[src/mce_defines.svh]
`ifndef MCE_DEFINES_SVH
`define MCE_DEFINES_SVH
// register indices, byte address is four times the index
`define MCE_OL_IDX 16'h180b
`define MCE_BUF_IDX 16'h180c
`define MCE_CELL_IDX 16'h1810
`define MCE_OL_ADDR 16'h602c
`define MCE_BUF_ADDR 16'h6030
`define MCE_CELL_ADDR 16'h6040
// field widths
`define MCE_OL_W 5
`define MCE_BUF_W 2
`define MCE_CELL_W 16
// field positions
`define MCE_OL_INPUT_A_BIT 4
`define MCE_BUF_CORE_BIT 1
`define MCE_BUF_AUX_BIT 0
// reset values
`define MCE_OL_RST 5'h00
`define MCE_BUF_RST 2'h3
`define MCE_CELL_RST 16'h0000
`endif

[src/mce_pkg.sv]
`default_nettype none
package mce_pkg;
  // enables driven to the analog front end and checkers
  typedef struct packed {
    logic [4:0] open_load_on;
    logic [1:0] buffer_on;
    logic [15:0] cell_check_on;
  } mce_enables_t;
  // per-cell comparator results
  typedef struct packed {
    logic [15:0] over;
    logic [15:0] under;
  } mce_limits_t;
endpackage
`default_nettype wire

[src/mce_regs.sv]
`timescale 1ns/1ns
`default_nettype none
`include "mce_defines.svh"
// Function
// open-load enable at index 180Bh, bit 4 input A, bits 3..0 inputs 3..0
// open-load bits reset to zero; writing zero turns detection off
// reserved bits of every register always read as zero
// buffer enable at index 180Ch, bit 1 core supply buffer, resets on
// bit 0 aux supply buffer, resets on, zero disables it
// cell check enable at index 1810h, sixteen bits, reset zero
// enabled cells take part in limit checks, disabled cells excluded
// writes to reserved bits have no effect
module mce_regs (
  // clock and reset
  input wire logic pclk,
  input wire logic presetn,
  // apb slave
  input wire logic psel,
  input wire logic penable,
  input wire logic pwrite,
  input wire logic [15:0] paddr,
  input wire logic [31:0] pwdata,
  output logic [31:0] prdata,
  output logic pready,
  output logic pslverr,
  // enables to analog blocks
  output mce_pkg::mce_enables_t enables,
  // cell limit checks
  input wire mce_pkg::mce_limits_t cell_raw,
  output mce_pkg::mce_limits_t cell_flag
);
  logic [`MCE_OL_W-1:0] ol_reg;
  logic [`MCE_OL_W-1:0] ol_next;
  logic [`MCE_BUF_W-1:0] buf_reg;
  logic [`MCE_BUF_W-1:0] buf_next;
  logic [`MCE_CELL_W-1:0] cell_reg;
  logic [`MCE_CELL_W-1:0] cell_next;
  logic [31:0] rdata_reg;
  logic [31:0] rdata_next;
  logic hit_ol;
  logic hit_buf;
  logic hit_cell;
  logic wr_en;
  logic rd_setup;
  // aliases of single enable bits
  logic input_a_open_load_on;
  logic core_supply_buffer_on;
  logic aux_supply_buffer_on;

  ////////////////////////////////////////////////////////////////////////////
  // address decode
  assign hit_ol = (paddr == `MCE_OL_ADDR);
  assign hit_buf = (paddr == `MCE_BUF_ADDR);
  assign hit_cell = (paddr == `MCE_CELL_ADDR);
  assign wr_en = psel & penable & pwrite;
  assign rd_setup = psel & ~penable & ~pwrite;
  assign pready = 1'b1;
  assign pslverr = psel & penable & ~(hit_ol | hit_buf | hit_cell);

  ////////////////////////////////////////////////////////////////////////////
  // register writes
  always_comb
  begin
    ol_next = ol_reg;
    buf_next = buf_reg;
    cell_next = cell_reg;
    // open-load write
    // only defined bits stored
    if (wr_en && hit_ol)
      ol_next = pwdata[`MCE_OL_W-1:0];
    // buffer write
    // aux buffer bit
    if (wr_en && hit_buf)
      buf_next = pwdata[`MCE_BUF_W-1:0];
    // cell enable write
    if (wr_en && hit_cell)
      cell_next = pwdata[`MCE_CELL_W-1:0];
  end

  always_ff @(posedge pclk or negedge presetn)
  begin
    // reset values
    if (!presetn)
    begin
      ol_reg <= `MCE_OL_RST;
      buf_reg <= `MCE_BUF_RST;
      cell_reg <= `MCE_CELL_RST;
    end
    else
    begin
      ol_reg <= ol_next;
      buf_reg <= buf_next;
      cell_reg <= cell_next;
    end
  end

  ////////////////////////////////////////////////////////////////////////////
  // read data, captured in the setup cycle
  always_comb
  begin
    rdata_next = rdata_reg;
    // upper bits zero
    if (rd_setup)
    begin
      rdata_next = 32'h0000_0000;
      if (hit_ol)
        rdata_next[`MCE_OL_W-1:0] = ol_reg;
      if (hit_buf)
        rdata_next[`MCE_BUF_W-1:0] = buf_reg;
      if (hit_cell)
        rdata_next[`MCE_CELL_W-1:0] = cell_reg;
    end
  end

  always_ff @(posedge pclk or negedge presetn)
  begin
    if (!presetn)
      rdata_reg <= 32'h0000_0000;
    else
      rdata_reg <= rdata_next;
  end

  assign prdata = rdata_reg;

  ////////////////////////////////////////////////////////////////////////////
  // outputs
  assign enables.open_load_on = ol_reg;
  assign enables.buffer_on = buf_reg;
  assign enables.cell_check_on = cell_reg;
  // named enable bits
  assign input_a_open_load_on = ol_reg[`MCE_OL_INPUT_A_BIT];
  assign core_supply_buffer_on = buf_reg[`MCE_BUF_CORE_BIT];
  assign aux_supply_buffer_on = buf_reg[`MCE_BUF_AUX_BIT];

  // cell check gating
  mce_cell_gate u_gate (
    .pclk(pclk),
    .presetn(presetn),
    .cell_on(cell_reg),
    .raw(cell_raw),
    .flag(cell_flag)
  );

  ////////////////////////////////////////////////////////////////////////////
  // checks
  a_ol_write_store: assert property (@(posedge pclk) disable iff (!presetn)
    (wr_en && hit_ol) |=> (enables.open_load_on == $past(pwdata[4:0])))
    else $error("open-load write not stored");
  a_ol_reset_zero: assert property (@(posedge pclk)
    $rose(presetn) |-> (enables.open_load_on == 5'h00))
    else $error("open-load enables not zero after reset");
  a_rsv_read_zero: assert property (@(posedge pclk) disable iff (!presetn)
    (rd_setup && hit_ol) ##1 (psel && penable) |-> (prdata[31:5] == 27'h0000000))
    else $error("reserved open-load bits read nonzero");
  a_buf_reset_on: assert property (@(posedge pclk)
    $rose(presetn) |-> (enables.buffer_on == 2'h3))
    else $error("buffers not on after reset");
  a_buf_write_store: assert property (@(posedge pclk) disable iff (!presetn)
    (wr_en && hit_buf) |=> (enables.buffer_on == $past(pwdata[1:0])))
    else $error("buffer write not stored");
  a_cell_read_back: assert property (@(posedge pclk) disable iff (!presetn)
    (rd_setup && hit_cell) |=> (prdata == {16'h0000, $past(cell_reg)}))
    else $error("cell enable read mismatch");
  a_cell_hold: assert property (@(posedge pclk) disable iff (!presetn)
    !(wr_en && hit_cell) |=> $stable(enables.cell_check_on))
    else $error("cell enables changed without write");
  a_rsv_write_none: assert property (@(posedge pclk) disable iff (!presetn)
    !(wr_en && (hit_ol || hit_buf)) |=> $stable(enables.open_load_on) && $stable(enables.buffer_on))
    else $error("enable bits changed without write");
  a_unmapped_err: assert property (@(posedge pclk) disable iff (!presetn)
    (psel && penable && !hit_ol && !hit_buf && !hit_cell) |-> pslverr && pready)
    else $error("unmapped access not flagged");

  // read-back and reserved bits
  a_ol_read_back: assert property (@(posedge pclk) disable iff (!presetn)
    (rd_setup && hit_ol) |=> (prdata == {27'h0000000, $past(ol_reg)}))
    else $error("open-load read mismatch");
  a_buf_read_back: assert property (@(posedge pclk) disable iff (!presetn)
    (rd_setup && hit_buf) |=> (prdata == {30'h00000000, $past(buf_reg)}))
    else $error("buffer enable read mismatch");
  a_buf_rsv_zero: assert property (@(posedge pclk) disable iff (!presetn)
    (rd_setup && hit_buf) |=> (prdata[31:2] == 30'h00000000))
    else $error("reserved buffer bits read nonzero");
  a_cell_rsv_zero: assert property (@(posedge pclk) disable iff (!presetn)
    (rd_setup && hit_cell) |=> (prdata[31:16] == 16'h0000))
    else $error("reserved cell bits read nonzero");

  // write effects and reset
  a_ol_clear_off: assert property (@(posedge pclk) disable iff (!presetn)
    (wr_en && hit_ol && !pwdata[`MCE_OL_INPUT_A_BIT]) |=> !input_a_open_load_on)
    else $error("open-load input a not turned off");
  a_core_buf_write: assert property (@(posedge pclk) disable iff (!presetn)
    (wr_en && hit_buf) |=> (core_supply_buffer_on == $past(pwdata[`MCE_BUF_CORE_BIT])))
    else $error("core supply buffer write not stored");
  a_aux_buf_off: assert property (@(posedge pclk) disable iff (!presetn)
    (wr_en && hit_buf && !pwdata[`MCE_BUF_AUX_BIT]) |=> !aux_supply_buffer_on)
    else $error("aux supply buffer not disabled");
  a_cell_write_store: assert property (@(posedge pclk) disable iff (!presetn)
    (wr_en && hit_cell) |=> (enables.cell_check_on == $past(pwdata[15:0])))
    else $error("cell enable write not stored");
  a_cell_reset_zero: assert property (@(posedge pclk)
    $rose(presetn) |-> (enables.cell_check_on == 16'h0000))
    else $error("cell enables not zero after reset");

  // bus response
  a_unmapped_rd_zero: assert property (@(posedge pclk) disable iff (!presetn)
    (rd_setup && !hit_ol && !hit_buf && !hit_cell) |=> (prdata == 32'h0000_0000))
    else $error("unmapped read not zero");
  a_read_data_hold: assert property (@(posedge pclk) disable iff (!presetn)
    !rd_setup |=> $stable(prdata))
    else $error("read data changed outside read setup");
  a_err_access_only: assert property (@(posedge pclk) disable iff (!presetn)
    !(psel && penable) |-> !pslverr)
    else $error("error flagged outside access phase");

  // scenario covers
  c_ol_write: cover property (@(posedge pclk) disable iff (!presetn) wr_en && hit_ol);
  c_unmapped_err: cover property (@(posedge pclk) disable iff (!presetn) pslverr);
  c_buf_off: cover property (@(posedge pclk) disable iff (!presetn) enables.buffer_on == 2'h0);
  c_cell_read: cover property (@(posedge pclk) disable iff (!presetn) rd_setup && hit_cell);
endmodule
`default_nettype wire

[src/mce_cell_gate.sv]
`timescale 1ns/1ns
`default_nettype none
module mce_cell_gate (
  // clock and reset
  input wire logic pclk,
  input wire logic presetn,
  // enables and raw comparator results
  input wire logic [15:0] cell_on,
  input wire mce_pkg::mce_limits_t raw,
  // gated results
  output mce_pkg::mce_limits_t flag
);
  mce_pkg::mce_limits_t flag_reg;
  mce_pkg::mce_limits_t flag_next;

  genvar i;
  generate
    for (i = 0; i < 16; i++)
    begin : g_cell
      // mask per channel
      always_comb
      begin
        flag_next.over[i] = raw.over[i] & cell_on[i];
        flag_next.under[i] = raw.under[i] & cell_on[i];
      end
    end
  endgenerate

  always_ff @(posedge pclk or negedge presetn)
  begin
    if (!presetn)
      flag_reg <= '0;
    else
      flag_reg <= flag_next;
  end

  assign flag = flag_reg;

  ////////////////////////////////////////////////////////////////////////////
  a_gate_mask: assert property (@(posedge pclk) disable iff (!presetn)
    ##1 flag == mce_pkg::mce_limits_t'({$past(raw.over & cell_on), $past(raw.under & cell_on)}))
    else $error("cell limit flag not masked by enable");
  c_gate_flag: cover property (@(posedge pclk) disable iff (!presetn) flag.over != 16'h0000);
endmodule
`default_nettype wire

[config.mk]
export PLATFORM = sky130hd
export DESIGN_NAME = mce_regs
export DESIGN_NICKNAME = d
export VERILOG_FILES = /design/src/mce_pkg.sv /design/src/mce_regs.sv /design/src/mce_cell_gate.sv
export VERILOG_INCLUDE_DIRS = /design/src
export SDC_FILE = /design/constraint.sdc
export NUM_CORES = 1
export LEC_CHECK = 0
export BUFFER_PORTS_ARGS = -buffer_cell sky130_fd_sc_hd__buf_2
export CAP_MARGIN = 0
export CORE_MARGIN = 10
export CORE_UTILIZATION = 46
export DETAILED_ROUTE_END_ITERATION = 8
export PLACE_DENSITY = 0.93
export RECOVER_POWER = 100
export SLEW_MARGIN = 20
export SYNTH_ARGS = -nofsm -noshare
export SYNTH_HDL_FRONTEND = slang
export SYNTH_SLANG_ARGS = --single-unit
[constraint.sdc]
create_clock -name pclk -period 4.1 [get_ports pclk]
set_input_delay 1.23 -clock pclk [delete_from_list [all_inputs] [get_ports pclk]]
set_output_delay 1.23 -clock pclk [all_outputs]
set_load 0.01 [all_outputs]
### Yosys cells after proc, flatten, opt, wreduce, memory -nomap -nowiden

Cells that the tools add are included.

| operators by class | value |
|---|---|
| equality and inequality tests | 3 |
| muxes and demuxes | 3 |
| bitwise operators | 42 |
| reductions and logical operators | 3 |

Operator list:

| kind | number |
|---|---|
| == test 16 x 15 -> 1 bit (second input constant) | 3 |
| bitwise AND 1 bit | 37 |
| two-way mux 16 bit | 1 |
| two-way mux 5 bit | 1 |
| logical AND 1 bit | 3 |
| inverter 1 bit | 3 |
| two-way mux 2 bit | 1 |
| bitwise OR 1 bit | 2 |

| word-level totals | value |
|---|---|
| flip-flop bits (word level) | 71 |
| output and inout port bits | 89 |
| word-level logic and storage cells | 57 |

### Depth between registers and ports, before layout

Gate-level depths: netlist of run 1.

| depth | value |
|---|---|
| word-level depth | 5 |
| mapped depth | 5 |
| mapped depth without buffers | 4 |

### Hierarchy

Synthesis of run 1 repeated with hierarchy kept, for this count alone.

| unflattened totals | value |
|---|---|
| cell total of the unflattened synthesis | 213 |
| area total of the unflattened synthesis | 2,857.7 um^2 |

Modules (own cells, without submodules):

| module | instances | cells each | area each (um^2) | sequential area each (um^2) |
|---|---|---|---|---|
| mce_regs | 1 | 149 | 1,856.8 | 978.4 |
| mce_cell_gate | 1 | 64 | 1,001.0 | 800.8 |

### Worst setup path after synthesis of run 1

No wires, ideal clock.

| path | value |
|---|---|
| path kind | input to output |
| start point | input port paddr[15] |
| end point | output port pslverr |
| arrival | 2,041 ps |
| setup slack | 829 ps |
| stages on the path | 4 |
| path buffers | 1 |
| cell sequence | and4bb_2 -> and4_1 -> buf_2 -> nor3_1 |

| on the way | value |
|---|---|
| cells in the longest elaborated chain, start to end | 5 |
| elaborated cells on any way between the ends | 7 |
| classes of those cells | eq/ne: 3; bitwise: 4 |

RTL lines:

| element | line | text |
|---|---|---|
| start, declared | mce_regs.sv:21 | `input wire logic [15:0] paddr,` |
| == test 16 x 15 -> 1 bit (no source line) | -- |  |
| bitwise OR 1 bit | mce_regs.sv:58 | `assign pslverr = psel & penable & ~(hit_ol \| hit_buf \| hit_cell);` |
| bitwise OR 1 bit * | mce_regs.sv:58 |  |
| inverter 1 bit * | mce_regs.sv:58 |  |
| bitwise AND 1 bit * | mce_regs.sv:58 |  |
| end, declared | mce_regs.sv:25 | `output logic pslverr,` |

Mark *: on every way between the ends. The rest lies on a longest branch, timed or not.

### Worst setup path after layout of run 1

| path | value |
|---|---|
| start point | input port paddr[9] |
| end point | output port pslverr |

Same word-level chain as after synthesis.

==> impl_metrics.csv, run 1 <==
group,metric,value,unit
run_status,outcome,"finished with violations",
run_status,violations,"capacitance limit, slew limit",
cells_and_area,fillers,552,
yosys,async_flop_share,100,%
floorplanning,io_pins,174,
clocking,clock_sinks,71,
clocking,ctsHoldBuffers,0,
placement,place_area,3590,µm²
drt,via_count,2164,
pwr,p_leak,0.00181,µW
clocking,cts_tree,"yes",
timing,period_minus_slack,3.65,ns
clocking,post-cts-setup-buffer-count,0,
timing,setup_ws,0.455,ns
timing,tns,0,ns
drt,dr.pass1.iters,4,
floorplanning,die-area,9790,µm²
clocking,numCtsBuffers,9,
global_route,grt_pass1_vias,2497,
pwr,irDropWorstVdd,0.254,mV
timing,setup_viol,0,
min_path,hp-class,"reg -> reg",
cells_and_area,area.growth.synth_to_final,26.4,%
placement,dp_hpwl,6.28,mm
yosys,ys_types,33,
critical_path,path_cells,"buf_2 -> nor4_1 -> nand2_1 -> a21oi_1 -> nor3_1 -> clkbuf_1",
floorplanning,row_count,28,
clocking,cts_buffer_depth,2,
global_route,antenna_found_initial,0,
floorplanning,dieWidth,98.9,µm
critical_path,cp.required,2.87,ns
cells_and_area,drive_above_1_share,29.1,%
flow_run,maxCapViolCount,1,
floorplanning,initial_core_util,47.8,%
drt,wl_per_cell,18.4,µm
critical_path,crit_fanout,8,
critical_path,critPathCaptureType,"output pin",
cells_and_area,design_area,3620,µm²
yosys,ys_seq_area_share,62.1,%
floorplanning,die_y,98.9,µm
placement,post-place-ws,0.501,ns
pwr,power.total,1300,µW
cells_and_area,antennaDiodeCount,0,
timing,slew_violations,72,
clocking,root_buffer,"clkbuf_8",
global_route,grt_max_degree,72,
drt,avgViaCountPerCell,4.96,
floorplanning,core,5990,µm²
yosys,synth-edff-count,0,
clocking,path_clk_slew,0.07,ns
yosys,netlist_area,2870,µm²
critical_path,worst_path_max_delay_cell,"nor4_1",
timing,slew_headroom,-12.4,%
drt,drc_errors,0,
critical_path,cp-start-kind,"input port",
yosys,yosysWarnings,0,
yosys,synth_cells,209,
critical_path,slowest_delay,0.41,ns
clocking,htree_levels,3,
drt,finalWirelength,8.01,mm
critical_path,crit_type,"in -> out",
yosys,ys_ff_latch,71,
timing,worstMarginPinSlew,1.69,ns
placement,place_congestion,0.894,
global_route,grt.total_usage,16.0,%
timing,max_freq,274,MHz
timing,rsz0062_at_grt,"no",
cells_and_area,fin_nets,442,
critical_path,worstPathArrival,2.42,ns
pwr,power_density,360,nW/µm²
yosys,syn_avg_cell_area,13.7,µm²
timing,skew,0.00608,ns
yosys,synthFlopType,"dfrtp_1",
clocking,clk_latency,0.33,ns
drt,drt_iter0_drc,78,
timing,fin_crit_sh,88.9,%
cells_and_area,largest_register_ffs,32,
global_route,grt_pass1_wl,12.6,mm
timing,hold_violations,0,
drt,drtAntennaViolNets,0,
global_route,grt_overflow,0,
placement,numPortBuffers,140,
clocking,cts_resized,0,
[metrics by stage]
| stage | hold WS [ns] | util (%) | std cells |
|---|---|---|---|
| after detailed placement | 0.488 | 59.9 | 421 |
| after floorplan | 0.544 | - | 224 |
| after global placement | 0.484 | 59.9 | 421 |
| after CTS | 0.506 | 63.0 | 436 |
| final | 0.509 | 60.4 | 436 |
| after global routing | 0.525 | 60.4 | 436 |
[critical path: cells and delay by family]
family                 cells  cell delay [ns]
AO/OA/AOI/OAI              1             0.19
buffers and inverters      2             0.24
AND/OR/NAND/NOR            3             0.75
[Yosys cell counts (3+ instances only)]
| cell type | number | area share [%] |
|---|---|---|
| a221oi_1 | 4 | 1.2 |
| nor2_1 | 10 | 1.3 |
| nand3_1 | 3 | 0.52 |
| mux2_4 | 10 | 5.2 |
| nand2_1 | 4 | 0.52 |
| and2_1 | 33 | 7.2 |
| mux2_2 | 12 | 4.7 |
| buf_4 | 17 | 4.5 |
| nor3_1 | 5 | 0.87 |
| a22o_1 | 11 | 3.4 |
| dfrtp_1 | 69 | 60 |
[report_power, final]
part           internal (µW)  switching [µW]  total (µW)
registers                708            4.43         712
clock network            264             240         504
logic                   34.1            53.0        87.0
[routing by layer]
layer  vias up  track usage (%)  routed length (µm)
met2        96             29.2                4210
met1      1067             16.0                3010
met5         -                0                   0
met4         0             7.28                 165
met3        13             5.24                 612
li1        988                -                   -
[cells by family after synthesis]
group / count (synthesis) / share of synthesized area (%)
simple gates: 70 / 15.8
mux: 23 / 10.3
other cells: 2 / 0.262
buf+inv: 22 / 5.59
flops: 71 / 62.1
compound gates: 21 / 5.89
[layout by cell type (no fill, tap or decap), drive strengths merged]
master and n:
a21o 2, a21oi 2, a221oi 4, a22o 11
a31oi 2, and2 33, and4 2, and4b 1
and4bb 1, buf 68, clkbuf 88, clkinv 2
clkinvlp 1, conb 17, dfrtp 69, dfstp 2
mux2 23, nand2 6, nand3 3, nand4 2
nor2 10, nor2b 1, nor3 7, nor3b 1
nor4 2, nor4b 1
[cell type report]
class / count / area [µm²] / share of cell area [%]
flip-flops and latches: 71 / 1780 / 49.1
multi-input cells: 131 / 938 / 25.9
repair buffers: 144 / 627 / 17.3
clock buffers: 12 / 165 / 4.56
well taps: 75 / 93.8 / 2.59
clock inverters: 3 / 17.5 / 0.484
[final timing paths]
check	from	endpoint	slack [ns]	depth (start not counted)
worst max-delay path	paddr[9]	pslverr	0.45	6
worst min-delay path	prdata[8]	prdata[8]	0.51	1
worst max register to register	buf_reg[0]	prdata[0]	2.91	3
worst min register to register	prdata[8]	prdata[8]	0.51	1
max in group asynchronous	presetn	prdata[14]	1.66	2
min in group asynchronous	presetn	u_gate.flag[17]	1.43	2
(Power assumes the default switching activity.)
==> run 2: changes to the inputs <==
--- a/config.mk
+++ b/config.mk
@@ -8,6 +8,7 @@
 export LEC_CHECK = 0
 export BUFFER_PORTS_ARGS = -buffer_cell sky130_fd_sc_hd__buf_2
 export CAP_MARGIN = 0
+export CORE_ASPECT_RATIO = 0.8
 export CORE_MARGIN = 10
 export CORE_UTILIZATION = 46
 export DETAILED_ROUTE_END_ITERATION = 8
==> run 2 against run 1 <==
  * The flow still finishes with violations (capacitance limit, slew limit)
  * Via count fell by 1.1%
  * Register-to-register slack barely moved
  * Final area is 0.62% lower
  * Hold slack gained 0.0039 ns
  * Utilization decreased by 0.21 points
  * Routed wire length decreased by 1.3%
  * Flip-flop and latch count stayed put
  * Worst setup slack worse by 0.013 ns
  * Clock skew increased by 0.0011 ns
  * Highest routed layer unchanged
==> impl_metrics.csv, run 2 (same netlist as run 1, synthesis figures left out) <==
group,metric,value,unit
run_status,outcome,"finished with violations",
run_status,violations,"capacitance limit, slew limit",
cells_and_area,largest_register_ffs,32,
pwr,irDropWorstVdd,0.212,mV
cells_and_area,layout_common_cells,"clkbuf_1 (73), dfrtp_1 (69), buf_2 (69)",
critical_path,reg2reg_to,"prdata[0]",
timing,slew_headroom,-11.2,%
drt,avgViaCountPerCell,4.85,
floorplanning,die_y,90.6,µm
drt,wl_per_cell,17.9,µm
drt,met3_length,814,µm
drt,dr.pass1.iters,4,
placement,numPortBuffers,140,
cells_and_area,post-route-util,60.2,%
critical_path,reg2reg_depth,3,
min_path,hp-class,"reg -> reg",
drt,highest-signal-layer,"met4",
critical_path,cp-start-kind,"input port",
clocking,cts_buffer_depth,2,
global_route,grt.total_usage,15.9,%
flow_run,maxCapViolCount,1,
cells_and_area,fillers,552,
cells_and_area,antennaDiodeCount,0,
critical_path,worstPathArrival,2.43,ns
clocking,cts_tree,"yes",
timing,setup_viol,0,
clocking,clk_latency,0.34,ns
timing,tns,0,ns
pwr,seq_power_share,56.3,%
pwr,p_leak,0.00181,µW
critical_path,crit_type,"in -> out",
clocking,root_buffer,"clkbuf_8",
critical_path,r2r-start,"buf_reg[0]",
clocking,path_clk_slew,0.07,ns
timing,hold_violations,0,
min_path,whs_path_depth,1,
clocking,htree_levels,3,
placement,place_congestion,0.900,
critical_path,crit_end,"pslverr",
critical_path,crit_fanout,6,
clocking,numCtsBuffers,9,
clocking,cts_resized,0,
pwr,p_int,959,µW
pwr,power_density,352,nW/µm²
critical_path,crit_start,"paddr[9]",
pwr,comb_power_share,7.0,%
drt,drc_errors,0,
timing,slew_violations,72,
drt,met2WireLength,4.06,mm
pwr,switching_share,24.3,%
placement,dp_hpwl,6.23,mm
cells_and_area,final_common_cell,"clkbuf_1",
floorplanning,initial_core_util,48.0,%
floorplanning,row_count,25,
cells_and_area,drive_above_1_share,28.3,%
timing,worstMarginPinSlew,1.67,ns
clocking,clock_sinks,71,
cells_and_area,fin_nets,441,
critical_path,cp.required,2.87,ns
drt,wl_met1,2.93,mm
critical_path,r2r_slack,2.90,ns
drt,drt_iter0_drc,81,
timing,fin_crit_sh,89.2,%
clocking,ctsHoldBuffers,0,
timing,period_minus_slack,3.66,ns
cells_and_area,area.growth.synth_to_final,25.6,%
global_route,grt_pass1_wl,12.2,mm
floorplanning,die-area,9810,µm²
drt,finalWirelength,7.90,mm
floorplanning,dieWidth,108,µm
timing,skew,0.00715,ns
critical_path,critPathCaptureType,"output pin",
pwr,pwr-share-clk,36.7,%
clocking,post-cts-setup-buffer-count,0,
global_route,antenna_found_initial,0,
floorplanning,io_pins,174,
global_route,grt_overflow,0,
pwr,power.switching,307,µW
global_route,grt_pass1_vias,2347,
timing,max_freq,273,MHz
drt,drtAntennaViolNets,0,
floorplanning,core,5970,µm²
global_route,grt_max_degree,72,
drt,via_count,2141,
timing,rsz0062_at_grt,"no",
-- run 2: cell types whose count changed in the layout (fill, tap and decap cells not counted), moves of 2 or more --
| cell | change |
|---|---|
| clkbuf_1 | -2 |
| clkbuf_8 | -3 |
| mux2_4 | -3 |
| mux2_1 | +4 |
-- run 2: critical path: stages --
cell and delay, ns:
buf_2 0.10, nor4_1 0.43, and4_1 0.44, nor3_1 0.09, clkbuf_1 0.14
-- run 2: power groups by stage --
stage          Clock (µW)  Sequential (µW)  Combinational, µW
3_3_place_gp            0              725               87.7
3_5_place_dp            0              726               91.9
5_1_grt               518              713               99.0
6_report              465              712               88.3
2_1_floorplan           0              729               35.8
4_1_cts               482              712               92.3
-- run 2: worst min path at each step --
| stage | from | end | slack (ns) |
|---|---|---|---|
| 5_1_grt | prdata[10] | prdata[10] | 0.52 |
| 2_1_floorplan | prdata[14] | prdata[14] | 0.54 |
| 6_report | prdata[7] | prdata[7] | 0.51 |
| 3_3_place_gp | prdata[11] | prdata[11] | 0.48 |
| 4_1_cts | prdata[10] | prdata[10] | 0.50 |
| 3_5_place_dp | prdata[10] | prdata[10] | 0.49 |
-- run 2: per-layer routing --
layer	vias to the layer above	GRT usage, %
li1	987	-
met1	1045	16.7
met2	99	27.5
met3	10	6.70
met4	0	5.89
met5	-	0
-- run 2: stage by stage --
| stage | std cells | worst slack (ns) | cell area, µm² | hold WS, ns | total power (µW) |
|---|---|---|---|---|---|
| 3_3_place_gp | 426 | 0.544 | 3590 | 0.485 | 812 |
| 5_1_grt | 441 | 0.234 | 3600 | 0.518 | 1330 |
| 6_report | 441 | 0.441 | 3600 | 0.513 | 1270 |
| 3_5_place_dp | 426 | 0.508 | 3590 | 0.490 | 817 |
| 2_1_floorplan | 224 | 0.829 | 2920 | 0.544 | 765 |
| 4_1_cts | 441 | 0.504 | 3750 | 0.504 | 1290 |
-- run 2: cell type report --
cell class	count	area, µm²	area share [%]
Clock buffer	10	128	3.55
Timing Repair Buffer	143	628	17.5
Tap cell	81	101	2.82
Clock inverter	5	35.0	0.974
Multi-Input combinational cell	131	927	25.8
Sequential cell	71	1780	49.4
==> run 3: changes to the inputs <==
--- a/config.mk
+++ b/config.mk
@@ -12,7 +12,7 @@
 export CORE_MARGIN = 10
 export CORE_UTILIZATION = 46
 export DETAILED_ROUTE_END_ITERATION = 8
-export PLACE_DENSITY = 0.93
+export PLACE_DENSITY = 0.83
 export RECOVER_POWER = 100
 export SLEW_MARGIN = 20
 export SYNTH_ARGS = -nofsm -noshare
==> run 3 against run 2 <==
  * The flow still finishes with violations (capacitance limit, slew limit)
  * Count of clock-buffer cells in the layout increased by 1
  * Maximum frequency down 0.70%
  * Flip-flop and latch count is the same
  * Power up 3.6%
  * Routed wire length shrank 1.3%
  * Register-to-register slack got worse by 0.02 ns
  * Utilization rose by 0.46 points
  * Sequential power hardly changed
  * Die area stayed put
  * Clock power is 10% higher
  * Non-clock buffer count stayed put
  * Global-route usage fell by 0.29 points
==> impl_metrics.csv, run 3 (same netlist as run 1, synthesis figures left out) <==
group,metric,value,unit
timing,rsz0062_at_grt,"no",
timing,period_minus_slack,3.68,ns
drt,finalWirelength,7.80,mm
drt,avgViaCountPerCell,4.79,
placement,place_congestion,0.940,
cells_and_area,fin_nets,441,
global_route,grt_pass1_wl,12.1,mm
timing,whs,0.509,ns
timing,hold_violations,0,
critical_path,reg2reg_to,"prdata[0]",
timing,worstMarginPinSlew,1.72,ns
clocking,root_buffer,"clkbuf_8",
cells_and_area,antennaDiodeCount,0,
cells_and_area,post-route-util,60.7,%
placement,numPortBuffers,140,
cells_and_area,area.growth.synth_to_final,26.6,%
critical_path,crit_buf_inv,2,
timing,setup_ws,0.416,ns
global_route,grt_pass1_vias,2349,
drt,drt_iter0_drc,77,
critical_path,cp-start-kind,"input port",
pwr,irDropWorstVdd,0.222,mV
clocking,clock_sinks,71,
critical_path,r2r-start,"buf_reg[0]",
critical_path,path_cells,"buf_2 -> nor4_1 -> nand2_1 -> a21oi_1 -> nor3_1 -> clkbuf_1",
timing,setup_viol,0,
cells_and_area,instances_no_fill,442,
critical_path,crit_cells,6,
timing,max_freq,271,MHz
floorplanning,die_y,90.6,µm
cells_and_area,layout_common_cells,"clkbuf_1 (76), dfrtp_1 (69), buf_2 (67)",
floorplanning,dieWidth,108,µm
floorplanning,row_count,25,
global_route,grt_overflow,0,
critical_path,worst_path_max_delay_cell,"nor4_1",
global_route,grtUsageMet3,4.85,%
critical_path,crit_family,"simple AND/OR/NAND/NOR gates",
placement,post-place-ws,0.527,ns
timing,tns,0,ns
clocking,htree_levels,3,
global_route,top_usage_layer,"met2",
clocking,numCtsBuffers,9,
critical_path,crit_type,"in -> out",
timing,slew_headroom,-14.6,%
clocking,cts_resized,0,
floorplanning,die-area,9810,µm²
drt,drc_errors,0,
floorplanning,core,5970,µm²
timing,skew,0.00938,ns
flow_run,maxCapViolCount,1,
pwr,power_density,362,nW/µm²
clocking,cts_buffer_depth,2,
critical_path,crit_fanout,8,
placement,dpl.cell_count,426,
clocking,ctsHoldBuffers,0,
critical_path,r2r_slack,2.88,ns
run_status,outcome,"finished with violations",
clocking,path_clk_slew,0.07,ns
floorplanning,initial_core_util,48.0,%
pwr,p_leak,0.00182,µW
clocking,clk_latency,0.34,ns
global_route,antenna_found_initial,0,
global_route,grtUsageMet2,28.4,%
critical_path,slowest_delay,0.41,ns
critical_path,worstPathArrival,2.45,ns
cells_and_area,final_common_cell,"clkbuf_1",
drt,dr.pass1.iters,4,
timing,slew_violations,36,
clocking,cts_tree,"yes",
clocking,post-cts-setup-buffer-count,0,
global_route,grt_max_degree,36,
critical_path,critPathCaptureType,"output pin",
min_path,min_delay_worst_endpoint,"prdata[14]",
timing,fin_crit_sh,89.9,%
drt,via_count,2119,
cells_and_area,largest_register_ffs,32,
drt,drtAntennaViolNets,0,
placement,dp_hpwl,6.22,mm
critical_path,reg2reg_depth,3,
cells_and_area,drive_above_1_share,28.3,%
critical_path,cp.required,2.87,ns
min_path,hp-class,"reg -> reg",
min_path,whs_path_depth,1,
global_route,grt.total_usage,15.6,%
global_route,grtUsageMet1,16.2,%
min_path,min_from,"prdata[14]",
run_status,violations,"capacitance limit, slew limit",
drt,wl_per_cell,17.6,µm
floorplanning,io_pins,174,
run 3: changes by cell type in the layout (fill, tap and decap cells not counted), moves of 2 or more:
cell      before  now
and2_0        19   23
and2_1        14   10
buf_2         69   67
clkbuf_1      73   76
clkbuf_8       9   11
run 3: worst max-delay path by stage:
stage	endpoint	from	slack, ns
2_1_floorplan	pslverr	paddr[15]	0.83
3_3_place_gp	pslverr	paddr[4]	0.53
3_5_place_dp	pslverr	paddr[4]	0.53
4_1_cts	pslverr	paddr[4]	0.50
5_1_grt	cell_reg[14]	presetn	0.20
6_report	pslverr	paddr[9]	0.42
run 3: per-stage QoR:
stage	instance area, µm²	power, µW
5_1_grt	3630	1370
3_3_place_gp	3590	814
6_report	3630	1310
4_1_cts	3780	1330
2_1_floorplan	2920	765
3_5_place_dp	3590	816
run 3: routing by layer:
| metal | wire, µm | up-vias |
|---|---|---|
| met2 | 4120 | 82 |
| met3 | 552 | 10 |
| met4 | 141 | 0 |
| met5 | 0 | - |
| met1 | 2980 | 1037 |
| li1 | - | 990 |
run 3: where the power goes:
| group | switching, µW | internal, µW | leakage [µW] |
|---|---|---|---|
| logic | 52.2 | 34.1 | 0.000745 |
| clock network | 257 | 257 | 0.0000963 |
| registers | 4.27 | 708 | 0.000975 |
| total | 313 | 998 | 0.00182 |
run 3: cell type report:
type / count / area, µm²
Multi-Input combinational cell: 131 / 935
Clock inverter: 5 / 38.8
Fill cell: 568 / 2350
Tap cell: 81 / 101
Timing Repair Buffer: 143 / 621
Sequential cell: 71 / 1780
Clock buffer: 11 / 151
